**src/hw/lcc_pkg.sv**
```systemverilog
/*
 * lcc_pkg: offsets, field positions, reset values and timing for the link
 * and channel control register pair.
 * assumes: one 250 MHz system clock; registers reached by a plain byte port.
 */
package lcc_pkg;
	// ***************************************************************
	// register offsets
	// ***************************************************************
	localparam logic [7:0] LCC_LINK_CTRL_OFS = 8'h04;	// link_and_channel_control
	localparam logic [7:0] LCC_OUT_CFG_OFS   = 8'h05;	// output_and_conversion_config

	// ***************************************************************
	// field positions
	// ***************************************************************
	localparam int LCC_SER_EN_BIT  = 7;	// serial_link_enable
	localparam int LCC_CFG_EN_BIT  = 6;	// config_link_enable
	localparam int LCC_PAT_EN_BIT  = 5;	// test_pattern_enable
	localparam int LCC_SLEEP_BIT   = 4;	// sleep mode
	localparam int LCC_IFT_LSB     = 2;	// local_iface_type [3:2]
	localparam int LCC_REV_EN_BIT  = 1;	// reverse_channel_enable
	localparam int LCC_FWD_EN_BIT  = 0;	// forward_channel_enable
	localparam int LCC_METHOD_BIT  = 7;	// conversion_method
	localparam int LCC_JIT_BYP_BIT = 6;	// jitter_filter_bypass
	localparam int LCC_LVL_LSB     = 4;	// output_level [5:4]
	localparam int LCC_EMPH_LSB    = 0;	// emphasis_code [3:0]

	// ***************************************************************
	// reset values and codes
	// ***************************************************************
	localparam logic [7:0] LCC_LINK_CTRL_RST = 8'h03;	// strap bits patched after release
	localparam logic [7:0] LCC_OUT_CFG_RST   = 8'h70;	// bypass=1, level=11, emphasis off
	localparam logic [1:0] LCC_IFT_I2C       = 2'h0;
	localparam logic [1:0] LCC_IFT_UART      = 2'h1;
	localparam logic [3:0] LCC_EMPH_BAD_LO   = 4'h5;	// first unusable emphasis code
	localparam logic [3:0] LCC_EMPH_BAD_HI   = 4'h7;	// last unusable emphasis code
	localparam logic [7:0] LCC_UNMAPPED_RD   = 8'h00;

	// ***************************************************************
	// timing
	// ***************************************************************
	localparam int LCC_CLK_PERIOD_PS = 4000;	// 250 MHz
	localparam int LCC_BLACKOUT_US   = 500;		// reverse channel quiet time
	localparam int LCC_BLACKOUT_CYC  = (LCC_BLACKOUT_US * 1000000 + LCC_CLK_PERIOD_PS - 1) / LCC_CLK_PERIOD_PS;
endpackage

```
**src/hw/lcc_blk_if.sv**
```systemverilog
/*
 * lcc_blk_if: carries the reverse-channel blackout request and state between
 * the register bank and its timer.
 * assumes: both ends on the same clock.
 */
`timescale 1ns/100ps
`default_nettype none
interface lcc_blk_if;
	logic start;	// one-cycle pulse: link started or stopped
	logic busy;	// reverse channel blacked out
	modport ctrl (output start, input busy);
	modport tmr  (input start, output busy);
endinterface
`default_nettype wire

```
**src/hw/lcc_blackout_timer.sv**
```systemverilog
/*
 * lcc_blackout_timer: holds the reverse channel unusable for a fixed count of
 * cycles after each link start or stop; a new start restarts the count.
 * assumes: start is a clean one-cycle pulse in the clk_in domain.
 */
`timescale 1ns/100ps
`default_nettype none
module lcc_blackout_timer #(
	parameter int BLACKOUT_CYC = 125000	// cycles of blackout
) (
	// clock and reset
	input  wire logic clk_in,
	input  wire logic rst_in,
	// request and state
	lcc_blk_if.tmr    blk
);
	localparam int CW = $clog2(BLACKOUT_CYC + 1);
	localparam logic [CW-1:0] LOAD = CW'(BLACKOUT_CYC);

	logic [CW-1:0] cnt_reg;	// cycles of blackout left
	logic [CW-1:0] cnt_next;

	// ***************************************************************
	// countdown
	// ***************************************************************
	// restart wins over counting, so a toggle inside a blackout extends it
	assign cnt_next = blk.start ? LOAD : (cnt_reg != '0 ? cnt_reg - CW'(1) : cnt_reg);
	assign blk.busy = (cnt_reg != '0);

	// register the count
	always_ff @(posedge clk_in or posedge rst_in)
	begin
		if (rst_in)
			cnt_reg <= '0;
		else
			cnt_reg <= cnt_next;
	end
endmodule
`default_nettype wire

```
**src/hw/lcc_regs.sv**
```systemverilog
/*
 * lcc_regs: link and channel control register pair of the serializer, with
 * strap sampling after reset, local channel decode and reverse-channel
 * blackout on every link start or stop.
 * assumes: synchronous byte register port driven by the control channel;
 * strap pins are steady around reset release.
 */
// What this block does
// - bit7 enables serial link; strap sets power-up
// - bit4 selects sleep; power-up from pins
// - interface field 00 I2C, 01 UART
// - upper interface codes disable local channel
// - bit1 enables reverse channel; resets to one
// - bit0 enables forward channel; resets to one
// - method bit drops register address byte
// - level field picks output amplitude; resets 11
`timescale 1ns/100ps
`default_nettype none
module lcc_regs
	import lcc_pkg::*;
#(
	parameter int BLACKOUT_CYC = lcc_pkg::LCC_BLACKOUT_CYC	// shorten for simulation
) (
	// clock and reset
	input  wire logic       clk_in,
	input  wire logic       rst_in,
	// register port
	input  wire logic [7:0] reg_addr_in,
	input  wire logic [7:0] reg_wdata_in,
	input  wire logic       reg_wr_in,
	input  wire logic       reg_rd_in,
	output logic      [7:0] reg_rdata_out,
	output logic            reg_rvalid_out,
	// strap and select pins
	input  wire logic [1:0] config_strap_pins_in,
	input  wire logic       control_channel_select_in,
	input  wire logic       control_pin_three_in,
	input  wire logic       two_wire_select_pin_in,
	// link controls
	output logic            serial_link_enable_out,
	output logic            config_link_enable_out,
	output logic            test_pattern_enable_out,
	output logic            sleep_mode_out,
	output logic            reverse_channel_enable_out,
	output logic            reverse_rx_allowed_out,
	output logic            forward_channel_enable_out,
	// local control channel
	output logic            local_i2c_active_out,
	output logic            local_uart_active_out,
	output logic            local_channel_off_out,
	// output and conversion
	output logic            conversion_method_out,
	output logic            jitter_filter_bypass_out,
	output logic      [1:0] output_level_out,
	output logic      [3:0] emphasis_code_out
);
	// ***************************************************************
	// state
	// ***************************************************************
	logic [7:0] link_ctrl_reg;	// link_and_channel_control
	logic [7:0] link_ctrl_next;
	logic [7:0] out_cfg_reg;	// output_and_conversion_config
	logic [7:0] out_cfg_next;
	logic       strap_done_reg;	// straps taken once after release
	logic       ser_en_d_reg;	// last link enable, for toggle detect
	logic [7:0] rdata_reg;
	logic       rvalid_reg;

	lcc_blk_if blk ();

	// one place decodes the unusable emphasis codes
	function automatic logic emph_bad(input logic [3:0] code);
		emph_bad = (code >= LCC_EMPH_BAD_LO) && (code <= LCC_EMPH_BAD_HI);
	endfunction

	// ***************************************************************
	// decode
	// ***************************************************************
	wire        wr_link  = reg_wr_in && reg_addr_in == LCC_LINK_CTRL_OFS && strap_done_reg;
	wire        wr_out   = reg_wr_in && reg_addr_in == LCC_OUT_CFG_OFS;
	wire [3:0]  new_emph = reg_wdata_in[LCC_EMPH_LSB +: 4];
	// strap decode: strap bit 0 brings the link up; sleep only in the
	// pin-selected mode with the link held down
	wire        strap_ser   = config_strap_pins_in[0];
	wire        strap_sleep = control_channel_select_in & control_pin_three_in
				& ~config_strap_pins_in[0];
	wire [1:0]  ift      = link_ctrl_reg[LCC_IFT_LSB +: 2];
	wire        base_sel = ~two_wire_select_pin_in & control_channel_select_in;

	// first cycle after release loads straps; writes to link_and_channel_control in that cycle are dropped
	always_comb
	begin
		link_ctrl_next = link_ctrl_reg;
		if (!strap_done_reg)
		begin
			link_ctrl_next[LCC_SER_EN_BIT] = strap_ser;
			link_ctrl_next[LCC_SLEEP_BIT]  = strap_sleep;
		end
		else if (wr_link)
			link_ctrl_next = reg_wdata_in;
	end

	// a refused emphasis code keeps the old one; other fields still land
	always_comb
	begin
		out_cfg_next = out_cfg_reg;
		if (wr_out)
		begin
			out_cfg_next = reg_wdata_in;
			if (emph_bad(new_emph))
				out_cfg_next[LCC_EMPH_LSB +: 4] = out_cfg_reg[LCC_EMPH_LSB +: 4];
		end
	end

	// any change of the link enable, strap load included, is a start/stop
	assign blk.start = strap_done_reg && (link_ctrl_reg[LCC_SER_EN_BIT] != ser_en_d_reg);

	// ***************************************************************
	// registers
	// ***************************************************************
	// control bits; reset gives the documented constants
	always_ff @(posedge clk_in or posedge rst_in)
	begin
		if (rst_in)
		begin
			link_ctrl_reg  <= LCC_LINK_CTRL_RST;
			out_cfg_reg    <= LCC_OUT_CFG_RST;
			strap_done_reg <= 1'b0;
			ser_en_d_reg   <= 1'b0;
		end
		else
		begin
			link_ctrl_reg  <= link_ctrl_next;
			out_cfg_reg    <= out_cfg_next;
			strap_done_reg <= 1'b1;
			ser_en_d_reg   <= strap_done_reg ? link_ctrl_reg[LCC_SER_EN_BIT] : 1'b0;
		end
	end

	// read data, one cycle after the strobe; unmapped reads give zero
	always_ff @(posedge clk_in or posedge rst_in)
	begin
		if (rst_in)
		begin
			rdata_reg  <= 8'h00;
			rvalid_reg <= 1'b0;
		end
		else
		begin
			rvalid_reg <= reg_rd_in;
			rdata_reg  <= (reg_addr_in == LCC_LINK_CTRL_OFS) ? link_ctrl_reg :
				      (reg_addr_in == LCC_OUT_CFG_OFS) ? out_cfg_reg : LCC_UNMAPPED_RD;
		end
	end

	// ***************************************************************
	// blackout timer
	// ***************************************************************
	lcc_blackout_timer #(
		.BLACKOUT_CYC (BLACKOUT_CYC)
	) u_timer (
		.clk_in (clk_in),
		.rst_in (rst_in),
		.blk    (blk)
	);

	// ***************************************************************
	// outputs
	// ***************************************************************
	assign reg_rdata_out              = rdata_reg;
	assign reg_rvalid_out             = rvalid_reg;
	assign serial_link_enable_out     = link_ctrl_reg[LCC_SER_EN_BIT];
	assign config_link_enable_out     = link_ctrl_reg[LCC_CFG_EN_BIT];
	assign test_pattern_enable_out    = link_ctrl_reg[LCC_PAT_EN_BIT];
	assign sleep_mode_out             = link_ctrl_reg[LCC_SLEEP_BIT];
	assign reverse_channel_enable_out = link_ctrl_reg[LCC_REV_EN_BIT];
	// reception needs the enable and no blackout in progress
	assign reverse_rx_allowed_out     = link_ctrl_reg[LCC_REV_EN_BIT] & ~blk.busy;
	assign forward_channel_enable_out = link_ctrl_reg[LCC_FWD_EN_BIT];
	assign local_i2c_active_out       = base_sel && ift == LCC_IFT_I2C;
	assign local_uart_active_out      = base_sel && ift == LCC_IFT_UART;
	assign local_channel_off_out      = ift[1];
	assign conversion_method_out      = out_cfg_reg[LCC_METHOD_BIT];
	assign jitter_filter_bypass_out   = out_cfg_reg[LCC_JIT_BYP_BIT];
	assign output_level_out           = out_cfg_reg[LCC_LVL_LSB +: 2];
	assign emphasis_code_out          = out_cfg_reg[LCC_EMPH_LSB +: 4];
endmodule
`default_nettype wire

```
**config.mk**
```make
export PLATFORM = sky130hd
export DESIGN_NAME = lcc_regs
export DESIGN_NICKNAME = d
export VERILOG_FILES = /design/src/hw/lcc_pkg.sv /design/src/hw/lcc_blk_if.sv /design/src/hw/lcc_blackout_timer.sv /design/src/hw/lcc_regs.sv
export SDC_FILE = /design/constraint.sdc
export NUM_CORES = 1
export LEC_CHECK = 0
export BUFFER_PORTS_ARGS = -buffer_cell sky130_fd_sc_hd__buf_2
export CAP_MARGIN = 20
export CORE_ASPECT_RATIO = 1.4
export CORE_UTILIZATION = 57
export DETAILED_ROUTE_END_ITERATION = 10
export PLACE_DENSITY = 0.95
export SYNTH_ARGS = -nofsm -noshare
export SYNTH_HDL_FRONTEND = slang
export SYNTH_HIERARCHICAL = 1
export SYNTH_SLANG_ARGS = --single-unit
export TNS_END_PERCENT = 20
```
**constraint.sdc**
```tcl
create_clock -name clk_in -period 6.3 [get_ports clk_in]
set_clock_uncertainty 0.05 [all_clocks]
set_input_delay 0.63 -clock clk_in [delete_from_list [all_inputs] [get_ports clk_in]]
set_output_delay 0.63 -clock clk_in [all_outputs]
set_load 0.01 [all_outputs]
```
== After elaboration in Yosys (flattened, before gate mapping) ==
Index checks and enable logic that the tools add are counted.

* Flip-flop bits (word level): 44
* Bits in latches: 0
* RAM bits: 0
* Memory bits (read-only): 0
* Logic and storage cells: 45
* Memories kept: 0

* Add/sub/neg operators: 1
* Multiply operators: 0
* Divide/modulo/power cells: 0
* Magnitude comparators: 2
* Eq/ne operators: 5
* Shifts and indexed selects: 0
* Muxes and demuxes: 8
* Bitwise operators: 8
* Reductions and logical operators: 12

{| class="wikitable"
|+ Operators by type and width
! cell !! number
|-
| 17-bit 2-to-1 mux || 2
|-
| 8-bit 2-to-1 mux || 3
|-
| 17-bit nonzero test || 1
|-
| 17-bit by 1-bit subtractor with 17-bit output (second input constant) || 1
|-
| 8-bit by 3-bit equality test with 1-bit output (second input constant) || 2
|-
| 1-bit logical AND || 7
|-
| 1-bit bitwise AND || 4
|-
| 4-bit by 3-bit greater-or-equal comparator with 1-bit output (second input constant) || 1
|-
| 4-bit by 3-bit <= comparator with 1-bit output (second input constant) || 1
|-
| 1-bit NOT || 4
|-
| 2-bit AND reduction || 2
|-
| 1-bit 2-to-1 mux || 3
|-
| 2-bit by 1-bit equality test with 1-bit output (second input constant) || 1
|-
| 2-bit logical NOT || 1
|-
| 2-bit by 1-bit != test with 1-bit output (second input constant) || 1
|-
| 2-bit nonzero test || 1
|-
| 1-bit != test || 1
|}

== Depth between registers and ports, before layout ==
* Word-level depth: 5
* Depth in mapped cells: 6
* Mapped depth without buffers: 6

== Modules after synthesis ==
The synthesis kept the hierarchy.

{| class="wikitable"
|+ By module, submodules not included
! module !! times used !! cells each !! area each (um^2)
|-
| lcc_regs || 1 || 96 || 1237.4
|-
| lcc_blackout_timer || 1 || 94 || 944.7
|}

== Worst setup path before layout ==
No wires, ideal clock.

* Kind: register -> output
* Start point: register u_timer.cnt_reg[8]
* End point: output reverse_rx_allowed_out
* Data arrival time: 1757 ps
* Slack: 3863 ps
* Stages on the path, launching flop included: 6
* Cells stage by stage: dfrtp_1 or4_1 buf_2 nor4_4 nand2_1 nor2b_1

* Longest elaborated chain between the ends: 3

{| class="wikitable"
|+ Ends and longest elaborated chain
! element !! line !! source
|-
| start, declared || lcc_blackout_timer.sv:20 || <nowiki>logic [CW-1:0] cnt_reg;</nowiki>
|-
| start signal, assigned || lcc_blackout_timer.sv:36 || <nowiki>cnt_reg <= cnt_next;</nowiki>
|-
| 17-bit nonzero test || lcc_blackout_timer.sv:28 || <nowiki>assign blk.busy = (cnt_reg != '0);</nowiki>
|-
| via blk.busy || lcc_blk_if.sv:10 || <nowiki>logic busy;</nowiki>
|-
| 1-bit NOT || lcc_regs.sv:178 || <nowiki>assign reverse_rx_allowed_out = link_ctrl_reg[LCC_REV_EN_BIT] & ~blk.busy;</nowiki>
|-
| 1-bit bitwise AND || lcc_regs.sv:178 ||
|-
| end, declared || lcc_regs.sv:45 || <nowiki>output logic reverse_rx_allowed_out,</nowiki>
|}

The timed path passes the listed nets, and every way through them passes these cells.

== Worst setup path in the final report ==
Same ends and word-level chain as after synthesis.

==> metrics.md <==
| Metric | Value |
|---|---|
| Status | completed |
| Number of fill cells | between 200 and 250 |
| Number of synthesized flops with an enable pin | 0 |
| Drt first pass iters | 4 |
| Share of layout cells above drive strength 1 | 0.343 |
| Largest net degree at the start of global routing | 28 |
| Design area | between 0.002 and 0.003 mm² |
| Pwr dens | roughly 280 mW/mm² |
| Netlist Area Pre-Place | roughly 0.0022 mm² |
| WL final | 5350 µm |
| Max Cap Violations | 0 |
| Pre-CTS WS | 3.54 ns |
| Synth area leaders | dfrtp_1 (45%), dfstp_2 (6.0%), mux2i_1 (4.6%), mux2_2 (3.6%), a21oi_1 (2.8%) |
| H-tree levels | 2 |
| Critical path's slowest cell | or4_1 |
| Global-route wire length before repair | roughly 8400 µm |
| Synth Instances | 190 |
| Initial drt markers | 67 |
| Die Span X | 54.3 µm |
| Yosys cell types | 54 |
| Met3 WL post-DR | around 380 µm |
| Max Used Layer | met4 |
| Startpoint types | register |
| TNS Setup | 0 ns |
| Post-synth net total | between 200 and 250 |
| Critical path's top delay family | simple AND/OR/NAND/NOR gates |
| Crit-path cells | or4_1, nor4_4, nand2_1, nor2b_1, buf_2 |
| Die Y | between 70 and 80 µm |
| Final worst slack | approximately 3.2 ns |
| # setup viols final | 0 |
| Detailed Place HPWL | between 3000 and 4000 µm |
| Antenna violations before repair | 0 |
| Clk slew on worst S/H paths | 0.09 ns |
| Metal2 WL | 2800 µm |
| Synth Area per Inst | approximately 11 µm² |
| Vias per cell | around 6.5 |
| Number of synthesized register bits | 44 |
| Post-Place Cells | roughly 280 |
| Drc violations | 0 |
| Gpl congestion | 0.797 |
| Sink Count | 44 |
| Achievable Freq | 322 MHz |
| Area Overhead vs Synth | 17.9% |
| CTS tree | done |
| Minimum clock period | 3.11 ns |
| Buf/Inv on CP | 1 |
| Total number of vias | around 1900 |
| Placed Area | approximately 0.0025 mm² |
| Cts hold-fix bufs | 0 |
| TritonCTS Buffers | 5 |
| Final Hold Viols | 0 |
| Vias in the first global route | 1780 |
| Sequential share of the synthesized area | 0.507 |
| Max reg flops | 17 |
| RSZ-0062 raised after global routing | false |
| Clock root buffer | clkbuf_8 |
| GRT Overall Usage | 0.294 |
| Ys flop type | dfrtp_1 |
| CP max stage delay | around 0.70 ns |
| Peak supply drop | 0.235 mV |
| Site row count | 26 |
| Critical path fanouts, max | 10 |
| Post-CTS Resized | 0 |
| Relative slew slack | 0.335 |
| CP startpoint | u_timer/cnt_reg[8] |
| Core area | 0.00364 mm² |
| Critical Path AT | about 2.4 ns |
| Synth Warn # | 6 |
| Worst-case clock buffer depth | 2 |
| Critical path class | reg -> out |
| GRT Residual Overflow | 0 |
| Final Non-Filler Cells | 284 |
| Post-synth top cells | dfrtp_1 (39), nor2_1 (13), a21oi_1 (12) |
| Met1 wire length | approximately 2000 µm |
| R2R Setup Slk | slightly below 4 ns |
| Launching point of the worst reg2reg path | u_timer/cnt_reg[8] |
| Share of the synthesized area in the top cell type | 0.447 |
| Fin. max-slew vios | 0 |
| WL/cell | 18.8 µm |
| HP Class | in -> async |
| Final Cycle Share | 0.493 |
| Worst Tran Pin Value | roughly 1 ns |
| Die ar. | approximately 0.0041 mm² |
| Final nets | about 270 |
| Crit end category | output port |
| Async SR Flop Fraction | 1.00 |
| Post-CTS Setup Inserts | 0 |
| Leakage power total | 1.18 nW |
| Antenna viol nets, final | 0 |
| Clk Latency, worst-skew pair | roughly 0.31 ns |
| # diodes | 0 |
| Port Buffers | 50 |
| Largest area contributor in the netlist | dfrtp_1 |
| Initial Utilization | 0.599 |
| I/O Pins | between 50 and 60 |
| CP Data Required Time | around 5.6 ns |
| Cell with the most instances after synthesis | dfrtp_1 |
[final timing paths]
kind,to,depth (start not counted)
worst max-delay path,reverse_rx_allowed_out,5
worst min-delay path,u_timer/cnt_reg[0],2
worst max register to register,u_timer/cnt_reg[1],4
worst min register to register,u_timer/cnt_reg[16],2
max in group asynchronous,link_ctrl_reg[7],2
min in group clk_in,reg_rvalid_out,1
[where the power goes]
group          switching (W)  internal, W  total (W)
sequential         0.0000409     0.000315   0.000356
combinational      0.0000787    0.0000673   0.000146
clock               0.000101     0.000130   0.000231
[metal layers]
metal / up-vias / global-route usage
met5: - / 0
met4: 0 / 0.148
met3: 18 / 0.0869
met2: 96 / 0.482
met1: 909 / 0.341
li1: 827 / -
[placed cells by master, fill, tap and decap left out, types with 4 or more instances in the layout]
cell / synthesis / layout
inv_1: 6 / 6
a21oi_1: 12 / 12
dfrtp_1: 39 / 39
clkbuf_8: 0 / 6
nand3_1: 4 / 4
or4_1: 7 / 7
o31ai_1: 5 / 5
dfstp_2: 5 / 5
nor2_1: 13 / 13
o21ai_0: 4 / 4
mux2_2: 7 / 7
mux2i_1: 10 / 10
buf_2: 2 / 50
nand2_1: 9 / 9
[final cells by class]
cell class,instances,area (µm²),share of cell area
clock buffer,6,82.6,0.0321
clock inverter,2,38.8,0.0151
inverter,6,22.5,0.00875
multi-input combinational,134,1020,0.396
sequential,44,1110,0.430
tap,42,52.6,0.0204
timing repair buffer,50,250,0.0972
[worst register-to-register path: stages (launching register included)]
cell      delay, ns
dfrtp_1        0.45
or4_1          0.70
nor4_4         0.60
a21boi_1       0.17
a311oi_1       0.28
[per-stage QoR]
step	total power (W)	utilization	hold slack, ns
global route	0.000764	0.706	0.366
global placement	0.000490	0.673	0.450
CTS	0.000732	0.706	0.373
floorplan	0.000456	-	0.426
finish	0.000733	0.706	0.369
detailed placement	0.000502	0.673	0.452
[cell families after synthesis]
logic type               after synthesis  share of synthesized area
buffers and inverters                 12                     0.0252
other                                  1                    0.00172
XOR/XNOR                               1                    0.00401
adder cells (fa/ha/maj)                1                    0.00573
flip-flops                            44                      0.507
multiplexers                          20                     0.0975
AO/OA/AOI/OAI                         41                      0.130
AND/OR/NAND/NOR                       70                      0.228
Power figures use the tool's default switching activity.
